[config.mk]
export PLATFORM = sky130hd
export DESIGN_NAME = dma_chain_buffer_status
export DESIGN_NICKNAME = d
export VERILOG_FILES = /design/src/chain_status_pkg.sv /design/src/chain_status_if.sv /design/src/chain_flag_bank.sv /design/src/dma_chain_buffer_status.sv
export SDC_FILE = /design/constraint.sdc
export NUM_CORES = 1
export LEC_CHECK = 0
export ABC_AREA = 1
export BUFFER_PORTS_ARGS = -buffer_cell sky130_fd_sc_hd__buf_4
export CAP_MARGIN = 20
export CORE_ASPECT_RATIO = 1.2
export CORE_MARGIN = 2
export CORE_UTILIZATION = 30
export DETAILED_ROUTE_END_ITERATION = 8
export PLACE_DENSITY_LB_ADDON = 0.2
export SLEW_MARGIN = 10
export SYNTH_ARGS = -nofsm -noshare
export SYNTH_HDL_FRONTEND = slang
export SYNTH_SLANG_ARGS = --single-unit
[constraint.sdc]
create_clock -name mclk_in -period 1.3 [get_ports mclk_in]
set_input_delay 0 -clock mclk_in [delete_from_list [all_inputs] [get_ports mclk_in]]
set_output_delay 0 -clock mclk_in [all_outputs]
set_load 0.1 [all_outputs]
[src/chain_status_pkg.sv]
package chain_status_pkg;
   // ----------------------------------------
   // register offsets (byte register space)
   // ----------------------------------------
   localparam logic [11:0] CHAIN_CONTROL_OFS  = 12'hd98;
   localparam logic [11:0] CHAIN_STATUS_OFS   = 12'hd99;
   localparam logic [11:0] CHAIN_IRQ_EN_OFS   = 12'hd9a;
   localparam logic [11:0] CHAIN_VALID_OFS    = 12'hd9b;
   localparam logic [11:0] MODE_CONTROL_OFS   = 12'hd9c;

   // ----------------------------------------
   // field layout and reset values
   // ----------------------------------------
   localparam int          NUM_CHAN           = 4;
   localparam int          CH3_BIT            = 0;
   localparam int          CH5_BIT            = 1;
   localparam int          CH6_BIT            = 2;
   localparam int          CH7_BIT            = 3;
   localparam int          EXT_MODE_BIT       = 0;
   localparam logic [3:0]  FLAGS_RESET        = 4'h0;
   localparam logic [3:0]  ENABLES_RESET      = 4'h0;
   localparam logic [7:0]  READ_RESET         = 8'h00;
endpackage : chain_status_pkg

[src/chain_status_if.sv]
interface chain_status_if;
   logic [3:0] done_in;
   logic [3:0] clear_mask;
   logic [3:0] flags;

   modport owner (input done_in, input clear_mask, output flags);
   modport user  (output done_in, output clear_mask, input flags);
endinterface : chain_status_if

[src/chain_flag_bank.sv]
module chain_flag_bank
(
   // clock and reset
   input  wire logic         mclk_in,
   input  wire logic         nrst_in,
   // flag traffic
   chain_status_if.owner     bus
);

   logic [3:0] flag_r;

   // ----------------------------------------
   // sticky flags, one per channel
   // ----------------------------------------
   genvar g;
   generate
      for (g = 0; g < chain_status_pkg::NUM_CHAN; g++)
      begin : g_flag
         always_ff @(posedge mclk_in or negedge nrst_in)
         begin
            if (!nrst_in)
               flag_r[g] <= chain_status_pkg::FLAGS_RESET[g];
            // set wins over a clear in the same cycle
            else if (bus.done_in[g])
               flag_r[g] <= 1'b1;
            else if (bus.clear_mask[g])
               flag_r[g] <= 1'b0;
         end
      end
   endgenerate

   assign bus.flags = flag_r;

   chk_set_wins_clear: assert property (@(posedge mclk_in) disable iff (!nrst_in)
      (bus.done_in[0] && bus.clear_mask[0]) |=> flag_r[0])
      else $error("completion lost to a same-cycle clear");

   chk_clear_only_one: assert property (@(posedge mclk_in) disable iff (!nrst_in)
      (bus.clear_mask == 4'h1 && bus.done_in == 4'h0) |=> (flag_r[3:1] == $past(flag_r[3:1])))
      else $error("clearing one flag disturbed another");

endmodule : chain_flag_bank

[src/dma_chain_buffer_status.sv]
// What this block does
// - completion on channel 7,6,5,3 sets status bit 3,2,1,0
// - set flag with its enable raised requests the chaining interrupt
// - writing one to a set flag clears it and drops its request
// - writing zero to a flag leaves it unchanged
// - writing one to a clear flag does nothing
// - flag read value only meaningful while chaining is enabled for the channel
// - one shared interrupt output for channels 3, 5, 6 and 7
// - clearing one flag leaves the others and their requests intact
// - per-channel chaining enables act only in extended mode
// - per-channel interrupt enable, effective only while chaining is on
// - end of buffer at count zero; reload and clear valid if set
module dma_chain_buffer_status
(
   // clock and reset
   input  wire logic         mclk_in,
   input  wire logic         nrst_in,
   // register access
   input  wire logic [11:0]  reg_addr_in,
   input  wire logic         reg_wr_in,
   input  wire logic         reg_rd_in,
   input  wire logic [7:0]   reg_wdata_in,
   output logic      [7:0]   reg_rdata_out,
   // channel datapath events, channels 7,6,5,3 at bits 3..0
   input  wire logic [3:0]   count_zero_in,
   output logic      [3:0]   reload_out,
   output logic      [3:0]   chain_active_out,
   // interrupt
   output logic              chain_irq_out
);

   logic [3:0] chain_en_r;
   logic [3:0] irq_en_r;
   logic [3:0] valid_r;
   logic       ext_mode_r;
   logic [3:0] active;
   logic [3:0] done_ev;
   logic [3:0] reload_nxt;
   logic [3:0] wr_clear;
   logic [7:0] rdata_nxt;
   logic       irq_nxt;

   chain_status_if st ();

   // ----------------------------------------
   // control registers
   // ----------------------------------------
   always_ff @(posedge mclk_in or negedge nrst_in)
   begin
      if (!nrst_in)
         chain_en_r <= chain_status_pkg::ENABLES_RESET;
      else if (reg_wr_in && reg_addr_in == chain_status_pkg::CHAIN_CONTROL_OFS)
         chain_en_r <= reg_wdata_in[3:0];
   end

   always_ff @(posedge mclk_in or negedge nrst_in)
   begin
      if (!nrst_in)
         irq_en_r <= chain_status_pkg::ENABLES_RESET;
      else if (reg_wr_in && reg_addr_in == chain_status_pkg::CHAIN_IRQ_EN_OFS)
         irq_en_r <= reg_wdata_in[3:0];
   end

   always_ff @(posedge mclk_in or negedge nrst_in)
   begin
      if (!nrst_in)
         ext_mode_r <= 1'b0;
      else if (reg_wr_in && reg_addr_in == chain_status_pkg::MODE_CONTROL_OFS)
         ext_mode_r <= reg_wdata_in[chain_status_pkg::EXT_MODE_BIT];
   end

   // chaining control bits are ignored outside extended mode
   assign active = ext_mode_r ? chain_en_r : 4'h0;

   // ----------------------------------------
   // end of buffer and next-buffer valid
   // ----------------------------------------
   // only chained channels report; others end with terminal count elsewhere
   assign done_ev    = count_zero_in & active;
   assign reload_nxt = done_ev & valid_r;

   // hardware clear wins so a consumed buffer is never reused
   always_ff @(posedge mclk_in or negedge nrst_in)
   begin
      if (!nrst_in)
         valid_r <= chain_status_pkg::FLAGS_RESET;
      else if (reg_wr_in && reg_addr_in == chain_status_pkg::CHAIN_VALID_OFS)
         valid_r <= (valid_r | reg_wdata_in[3:0]) & ~reload_nxt;
      else
         valid_r <= valid_r & ~reload_nxt;
   end

   always_ff @(posedge mclk_in or negedge nrst_in)
   begin
      if (!nrst_in)
         reload_out <= 4'h0;
      else
         reload_out <= reload_nxt;
   end

   always_ff @(posedge mclk_in or negedge nrst_in)
   begin
      if (!nrst_in)
         chain_active_out <= 4'h0;
      else
         chain_active_out <= active;
   end

   // ----------------------------------------
   // status flags (write one to clear)
   // ----------------------------------------
   // reserved bits 7..4 are dropped; zeros leave flags alone
   assign wr_clear = (reg_wr_in && reg_addr_in == chain_status_pkg::CHAIN_STATUS_OFS)
                     ? reg_wdata_in[3:0] : 4'h0;

   assign st.done_in    = done_ev;
   assign st.clear_mask = wr_clear;

   chain_flag_bank u_flags
   (
      .mclk_in (mclk_in),
      .nrst_in (nrst_in),
      .bus     (st)
   );

   // ----------------------------------------
   // shared interrupt
   // ----------------------------------------
   // enable matters only while chaining is on for the channel
   assign irq_nxt = |(st.flags & irq_en_r & active);

   always_ff @(posedge mclk_in or negedge nrst_in)
   begin
      if (!nrst_in)
         chain_irq_out <= 1'b0;
      else
         chain_irq_out <= irq_nxt;
   end

   // ----------------------------------------
   // read data
   // ----------------------------------------
   always_comb
   begin
      rdata_nxt = chain_status_pkg::READ_RESET;
      case (reg_addr_in)
         chain_status_pkg::CHAIN_CONTROL_OFS: rdata_nxt = {4'h0, chain_en_r};
         chain_status_pkg::CHAIN_STATUS_OFS:  rdata_nxt = {4'h0, st.flags};
         chain_status_pkg::CHAIN_IRQ_EN_OFS:  rdata_nxt = {4'h0, irq_en_r};
         chain_status_pkg::CHAIN_VALID_OFS:   rdata_nxt = {4'h0, valid_r};
         chain_status_pkg::MODE_CONTROL_OFS:  rdata_nxt = {7'h00, ext_mode_r};
         default:                             rdata_nxt = chain_status_pkg::READ_RESET;
      endcase
   end

   always_ff @(posedge mclk_in or negedge nrst_in)
   begin
      if (!nrst_in)
         reg_rdata_out <= chain_status_pkg::READ_RESET;
      else if (reg_rd_in)
         reg_rdata_out <= rdata_nxt;
   end

   // ----------------------------------------
   // checks
   // ----------------------------------------
   chk_flag_sets: assert property (@(posedge mclk_in) disable iff (!nrst_in)
      done_ev[3] |=> st.flags[3])
      else $error("channel 7 completion did not set its flag");

   chk_irq_follows: assert property (@(posedge mclk_in) disable iff (!nrst_in)
      (st.flags[0] && irq_en_r[0] && active[0]) |=> chain_irq_out)
      else $error("enabled flag did not raise interrupt");

   chk_w1c_clears: assert property (@(posedge mclk_in) disable iff (!nrst_in)
      (wr_clear[1] && !done_ev[1]) |=> !st.flags[1] ##1 (!chain_irq_out || $past(st.flags) != 4'h0))
      else $error("write one did not clear the flag");

   chk_zero_keeps: assert property (@(posedge mclk_in) disable iff (!nrst_in)
      (reg_wr_in && reg_addr_in == chain_status_pkg::CHAIN_STATUS_OFS && !reg_wdata_in[2] && st.flags[2])
      |=> st.flags[2])
      else $error("writing zero changed a flag");

   chk_clear_noset: assert property (@(posedge mclk_in) disable iff (!nrst_in)
      (wr_clear[3] && !st.flags[3] && !done_ev[3]) |=> !st.flags[3])
      else $error("write one set a clear flag");

   chk_irq_masked: assert property (@(posedge mclk_in) disable iff (!nrst_in)
      ((st.flags & irq_en_r & active) == 4'h0) |=> !chain_irq_out)
      else $error("interrupt without an enabled flag");

   chk_mode_gates: assert property (@(posedge mclk_in) disable iff (!nrst_in)
      !ext_mode_r |-> (done_ev == 4'h0))
      else $error("chaining acted outside extended mode");

   chk_valid_drop: assert property (@(posedge mclk_in) disable iff (!nrst_in)
      reload_nxt[2] |=> (reload_out[2] && !valid_r[2]))
      else $error("reload did not clear next-buffer valid");

   // enables cannot move in the clearing cycle, a status write owns the bus then
   chk_others_hold: assert property (@(posedge mclk_in) disable iff (!nrst_in)
      (wr_clear != 4'h0 && (st.flags & ~wr_clear & irq_en_r & active) != 4'h0) |=> ##1 chain_irq_out)
      else $error("acknowledge dropped another pending interrupt");

   chk_reload_pulse: assert property (@(posedge mclk_in) disable iff (!nrst_in)
      reload_out[0] |=> !reload_out[0])
      else $error("reload repeated without a fresh valid");

   chk_valid_keep: assert property (@(posedge mclk_in) disable iff (!nrst_in)
      (valid_r[0] && !reload_nxt[0]) |=> valid_r[0])
      else $error("next-buffer valid lost without a reload");

   chk_idle_noset: assert property (@(posedge mclk_in) disable iff (!nrst_in)
      (!active[1] && !st.flags[1]) |=> !st.flags[1])
      else $error("inactive channel set its flag");

   chk_mode_outputs: assert property (@(posedge mclk_in) disable iff (!nrst_in)
      !ext_mode_r |=> (chain_active_out == 4'h0 && reload_out == 4'h0))
      else $error("chaining outputs moved outside extended mode");

   chk_irq_en_gate: assert property (@(posedge mclk_in) disable iff (!nrst_in)
      (irq_en_r == 4'h0) |=> !chain_irq_out)
      else $error("interrupt with every enable low");

   chk_status_read: assert property (@(posedge mclk_in) disable iff (!nrst_in)
      (reg_rd_in && reg_addr_in == chain_status_pkg::CHAIN_STATUS_OFS) |=> (reg_rdata_out == {4'h0, $past(st.flags)}))
      else $error("status read did not return the flags");

endmodule : dma_chain_buffer_status

==> results of run 1 <==
-- cells by family after synthesis --
group | synth area share (%)
AND/OR/NAND/NOR | 32.8
flip-flops | 49.7
buffers and inverters | 9.20
AO/OA/AOI/OAI | 8.04
other | 0.248
-- final timing paths --
check | end | slack, ns | cells past startpoint
worst max-delay path | valid_r[2]$_DFF_PN0_ | 0.28 | 5
worst min-delay path | irq_en_r[0]$_DFFE_PN0P_ | 0.07 | 3
worst max register to register | valid_r[2]$_DFF_PN0_ | 0.28 | 5
worst min register to register | reg_rdata_out[3]$_DFFE_PN0P_ | 0.49 | 2
max in group asynchronous | chain_active_out[3]$_DFF_PN0_ | 0.84 | 2
min in group asynchronous | irq_en_r[3]$_DFFE_PN0P_ | 0.18 | 2
-- cells in the final DEF (no fill, tap or decap), types with 2 or more instances in the layout --
master,instances
sky130_fd_sc_hd__nand2_1,42
sky130_fd_sc_hd__buf_4,36
sky130_fd_sc_hd__dfrtp_1,30
sky130_fd_sc_hd__nand3_1,21
sky130_fd_sc_hd__inv_1,12
sky130_fd_sc_hd__nor2_1,12
sky130_fd_sc_hd__inv_2,11
sky130_fd_sc_hd__dlygate4sd3_1,10
sky130_fd_sc_hd__o21ai_1,8
sky130_fd_sc_hd__clkbuf_8,6
sky130_fd_sc_hd__nor2_2,4
sky130_fd_sc_hd__nand2_4,4
sky130_fd_sc_hd__a21oi_2,4
sky130_fd_sc_hd__nand4_1,4
sky130_fd_sc_hd__o31ai_1,4
sky130_fd_sc_hd__conb_1,4
sky130_fd_sc_hd__nor2_4,2
sky130_fd_sc_hd__a21oi_1,2
-- area by class of cell --
| class | instances | area (um^2) | share of cell area [%] |
|---|---|---|---|
| flip-flops and latches | 30 | 751 | 37.1 |
| multi-input cells | 117 | 632 | 31.2 |
| repair buffers | 46 | 370 | 18.3 |
| inverters | 24 | 104 | 5.13 |
| clock buffers | 7 | 86.3 | 4.27 |
| well taps | 60 | 75.1 | 3.71 |
| clock inverters | 1 | 5.00 | 0.247 |
-- flip-flops by register name (all words and copies together), names as in the netlist --
register and flops:
chain_irq_out 1, u_flags.bus.flags 4, chain_en_r 4, reload_out 4, chain_active_out 4, ext_mode_r 1
valid_r 4, irq_en_r 4, reg_rdata_out 4
-- repair_timing --
item | CTS | global route
hold buffers | 10 | 0
resized for setup | 0 | 0
hold endpoints to repair | 44 | 0
-- metrics by stage --
step | hold WS (ns) | instances | area [um^2] | setup slack (ns) | power (mW)
floorplan | -0.296 | 176 | 1520 | 0.128 | 1.09
global placement | -0.0402 | 267 | 1830 | 0.158 | 1.17
detailed placement | -0.0451 | 267 | 1830 | 0.145 | 1.17
CTS | 0.0732 | 285 | 2020 | 0.269 | 1.98
global route | 0.0911 | 285 | 2020 | 0.194 | 2.03
finish | 0.0747 | 285 | 2020 | 0.280 | 1.96
-- layer usage --
| layer | vias to the layer above | track usage, % | share of wire (%) |
|---|---|---|---|
| li1 | 651 | - | - |
| met1 | 588 | 18.8 | 45 |
| met2 | 26 | 23.0 | 49 |
| met3 | 6 | 4.11 | 4.4 |
| met4 | 0 | 5.29 | 1.5 |
| met5 | - | 0 | 0 |
-- where the power goes --
group          switching, mW  internal, mW
Sequential           0.00257         0.937
Clock                  0.354         0.426
Combinational          0.150        0.0856
-- worst max-delay path: cells and delay by family (launching register included) --
kind            cells  cell delay, ns
flops               1            0.45
simple gates        3            0.32
buf+inv             1            0.08
compound gates      1            0.04
==> impl_metrics.tcl, run 1 <==
set metrics [dict create \
    status "completed" \
    floorplan.initialDensity_pct 30.8 \
    clk_transition_reported_paths_ns 0.07 \
    leading_cell_types_by_total_area_after_synthesis "sky130_fd_sc_hd__dfrtp_1 (50%), sky130_fd_sc_hd__nand2_1 (10%), sky130_fd_sc_hd__nand3_1 (7.0%)" \
    min-delay-start "reg_wr_in" \
    cell_type_of_the_slowest_stage_on_the_worst_timing_path "sky130_fd_sc_hd__dfrtp_1" \
    areaGrowthSynthToFinish_pct 34.0 \
    grt_setup_unrepaired "false" \
    dp.final_hpwl_mm 2.61 \
    first_pass_grt_wire_length_mm 5.87 \
    timing.critical_path.slowest_cell_delay_ns 0.45 \
    synth_async_sr_flop_share_pct 100 \
    synth_edf_count 0 \
    overflow 0 \
    power.density_cell_area_mw_per_mm2 967 \
    core_ar_mm2 0.00490 \
    finalWeightedCongestion 0.771 \
    largest_net_degree_at_the_start_of_global_routing 31 \
    route.detailed.drc 0 \
    worst_clock_skew_ns 0.00606 \
    static-leakage-power_nw 1.13 \
    worst-endpoint-required_ns 1.47 \
    i_o_pins 45 \
    cp-end-kind "flip-flop" \
    worstSetupStartpoint "ext_mode_r$_DFFE_PN0P_" \
    max_cap_viol_count 0 \
    fp.dieArea_mm2 0.00562 \
    yosysSeqAreaShare_pct 49.7 \
    yosysTopAreaCell "sky130_fd_sc_hd__dfrtp_1" \
    netlist_top_cells_count "sky130_fd_sc_hd__nand2_1 (42), sky130_fd_sc_hd__dfrtp_1 (30), sky130_fd_sc_hd__nand3_1 (21)" \
    synthesis_warning_total 0 \
    synth.most_common_cell "sky130_fd_sc_hd__nand2_1" \
    synth_top_area_share_pct 49.7 \
    num_rows 28 \
    maximum_clock_path_buffer_count 2 \
    post_cts.repair.setup_buffers 0 \
    yosys_most_used_dff "sky130_fd_sc_hd__dfrtp_1" \
    gr-usage-all-layers_pct 14.5 \
    synth_seq_cells 30 \
    num-fill-cells 527 \
    finalMaxSlewViolations 0 \
    grt_antenna_before_repair 0 \
    finish.net_count 252 \
    cell_by_cell_trace_of_the_critical_path "nand2_1, inv_2, nand2_1, nor2_1, a21oi_2" \
    fin_util_pct 41.3 \
    viasPerCell 4.46 \
    worstPathArrival_ns 1.19 \
    critPathKind "reg -> reg" \
    syn_area_per_cell_um2 8.73 \
    tritoncts "done" \
    first_global_vias 1247 \
    timing.final.crit_share_pct 78.5 \
    place.port_buffers 36 \
    critical_path.reg2reg.startpoint "ext_mode_r$_DFFE_PN0P_" \
    cts.root.buffer_cell "sky130_fd_sc_hd__clkbuf_8" \
    cts.sink_count 30 \
    critical_path_peak_fanout 6 \
    die_x_um 68.8 \
    finalWorstPathRequiredPeriod_ns 1.02 \
    cpMostUsedCell "sky130_fd_sc_hd__nand2_1" \
    postRouteAntennaNets 0 \
    fmaxAchievable_ghz 0.980 \
    setup_viol 0 \
    drt-initial-drc-count 33 \
    totalNegativeSetupSlack_ns 0 \
    die_height_um 81.7 \
    start_kind "flip-flop" \
    numCtsBuffers 5 \
    number_of_vias_after_detailed_routing 1271 \
    final-hold-violation-count 0 \
    post_synth_inst_count 173 \
    drt_pre_antenna_iters 4 \
    avgRoutedWirePerCell_um 12.3 \
    drt_wirelength_mm 3.49 \
    post_route_cells_drive_above_1_share_pct 32.4 \
    vdd_drop_max_v 0.000531 \
    n_antenna_cell 0 \
    hp-class "in -> reg" \
    synth.distinct_cells 24 \
    clk_latency_ns 0.29 \
    synth.cell_area_mm2 0.00151 \
    ctsHtreeMaxLevel 2 \
]
(Power assumes the default switching activity.)
==> run 2, diff against run 1 <==
- clock period: 1.3 -> 0.85 ns (I/O delays scaled with it)
==> run 2 against run 1 <==
The flow now finishes with violations (setup timing). Power is 55% higher. Sequential share of layout area is 3.3 points lower. Largest cell class unchanged. Final area grew 14%. Die area unchanged. Critical path type is now reg -> out. Worst hold slack lost 0.067 ns. Final cell count is 3.2% higher. Register-to-register slack worse by 0.37 ns. Clock-buffer cell count decreased by 1. Global-route usage decreased by 0.58 points. Critical path depth down 4. Sequential power up 53%. Clock skew is essentially flat.
==> impl_metrics.tcl, run 2 (synthesized netlist as in run 1, its figures left out) <==
set metrics [dict create \
    hp-class "in -> reg" \
    timing.critical_path.max_delay_family "flip-flops" \
    timing.critical_path.slowest_cell_delay_ns 0.49 \
    fin_ws_ns -0.0924 \
    ctsHtreeMaxLevel 2 \
    final_common_cell "sky130_fd_sc_hd__nand2_1" \
    max_cap_viol_count 0 \
    pre_cts_ws_ns -0.256 \
    first_pass_grt_wire_length_mm 5.63 \
    avgRoutedWirePerCell_um 12.0 \
    dp.final_hpwl_mm 2.67 \
    i_o_pins 45 \
    maximum_clock_path_buffer_count 2 \
    timing.final.crit_share_pct 111 \
    largest_net_degree_at_the_start_of_global_routing 31 \
    die_height_um 81.7 \
    cell_by_cell_trace_of_the_critical_path "buf_12" \
    numCtsBuffers 5 \
    drt_pre_antenna_iters 5 \
    clk_transition_reported_paths_ns 0.06 \
    vdd_drop_max_v 0.000834 \
    cell_type_of_the_slowest_stage_on_the_worst_timing_path "sky130_fd_sc_hd__dfrtp_4" \
    setup_viol 23 \
    n_antenna_cell 0 \
    grt_antenna_before_repair 0 \
    viasPerCell 4.37 \
    failed_checks "setup timing" \
    floorplan.initialDensity_pct 30.8 \
    place.port_buffers 36 \
    critPathKind "reg -> out" \
    final_cell_mix "sky130_fd_sc_hd__nand2_1 (38), sky130_fd_sc_hd__buf_4 (33), sky130_fd_sc_hd__nand3_1 (20)" \
    post_route_cells_drive_above_1_share_pct 46.6 \
    first_global_vias 1221 \
    areaGrowthSynthToFinish_pct 52.4 \
    number_of_vias_after_detailed_routing 1285 \
    core_ar_mm2 0.00490 \
    fmaxAchievable_ghz 1.06 \
    route.detailed.drc 0 \
    final-hold-violation-count 0 \
    postRouteAntennaNets 0 \
    num-fill-cells 473 \
    start_kind "flip-flop" \
    cts.sink_count 30 \
    overflow 0 \
    grt_setup_unrepaired "true" \
    finalMaxSlewViolations 0 \
    fp.dieArea_mm2 0.00562 \
    worst-endpoint-required_ns 0.85 \
    tritoncts "done" \
    finish.net_count 261 \
    status "finished with violations" \
    fin_util_pct 46.9 \
    finalWorstPathRequiredPeriod_ns 0.942 \
    gr-usage-all-layers_pct 13.9 \
    cp-end-kind "output port" \
    num_rows 28 \
    finalWeightedCongestion 0.776 \
    drt-initial-drc-count 43 \
    die_x_um 68.8 \
    clk_latency_ns 0.28 \
    finalHoldWorstSlack_ns 0.00784 \
    cts.root.buffer_cell "sky130_fd_sc_hd__clkbuf_8" \
    static-leakage-power_nw 1.19 \
    critical_path_peak_fanout 2 \
    power.density_cell_area_mw_per_mm2 1310 \
    worstPathArrival_ns 0.94 \
    drt_wirelength_mm 3.51 \
    crit_buf_inv 1 \
    worst_clock_skew_ns 0.00593 \
    totalNegativeSetupSlack_ns -0.981 \
]
[run 2: area by class of cell]
| cell class | instances | area, um^2 | area share (%) |
|---|---|---|---|
| Multi-Input combinational cell | 117 | 704 | 30.6 |
| Timing Repair Buffer | 55 | 544 | 23.7 |
| Sequential cell | 30 | 778 | 33.8 |
| Tap cell | 60 | 75.1 | 3.26 |
| Clock buffer | 6 | 82.6 | 3.59 |
| Clock inverter | 2 | 12.5 | 0.544 |
| Inverter | 24 | 104 | 4.51 |
[run 2: worst reg2reg max path, stage by stage (launching register included)]
cell	delay, ns
sky130_fd_sc_hd__dfrtp_2	0.45
sky130_fd_sc_hd__nand2_1	0.09
sky130_fd_sc_hd__inv_2	0.05
sky130_fd_sc_hd__buf_4	0.12
sky130_fd_sc_hd__buf_4	0.12
[run 2: what timing repair did]
| item | 4_1_cts | 5_1_grt |
|---|---|---|
| pin swaps | 5 | 5 |
| hold buffers | 9 | 0 |
| endpoints found under the setup margin | 27 | 33 |
| buffers inserted | 2 | 0 |
| endpoints found under the hold margin | 44 | 0 |
| cloned | 0 | 0 |
| resized for setup | 31 | 10 |
[run 2: worst paths after layout]
check                                                       from                                to  slack (ns)  cells after the start
worst min register to register  u_flags.bus.flags[0]$_DFFE_PN0P_  u_flags.bus.flags[0]$_DFFE_PN0P_        0.53                      2
max in group asynchronous                                nrst_in      reg_rdata_out[2]$_DFFE_PN0P_        0.36                      2
min in group asynchronous                                nrst_in      reg_rdata_out[0]$_DFFE_PN0P_        0.18                      2
worst max register to register            ext_mode_r$_DFFE_PN0P_     chain_active_out[3]$_DFF_PN0_       -0.09                      4
worst min-delay path                             reg_wdata_in[1]              valid_r[1]$_DFF_PN0_       0.008                      3
worst max-delay path                reg_rdata_out[1]$_DFFE_PN0P_                  reg_rdata_out[1]       -0.09                      1
[run 2: power by group]
part / internal [mW] / switching (mW) / leakage [nW] / total (mW)
Clock: 0.649 / 0.543 / 0.0472 / 1.19
Combinational: 0.152 / 0.239 / 0.773 / 0.391
Sequential: 1.43 / 0.00598 / 0.373 / 1.44
[run 2: metal layers]
metal	global-route usage, %	vias to the layer above	routed length [um]
met2	22.6	32	1740
li1	-	667	-
met4	4.12	0	41
met1	17.9	581	1570
met3	4.11	5	166
met5	0	-	0
[run 2: per-stage QoR]
| stage | power, mW | area (um^2) | std cells |
|---|---|---|---|
| CTS | 3.07 | 2260 | 294 |
| global route | 3.17 | 2300 | 294 |
| detailed placement | 1.82 | 1940 | 275 |
| global placement | 1.82 | 1940 | 275 |
| floorplan | 1.67 | 1570 | 176 |
| finish | 3.02 | 2300 | 294 |
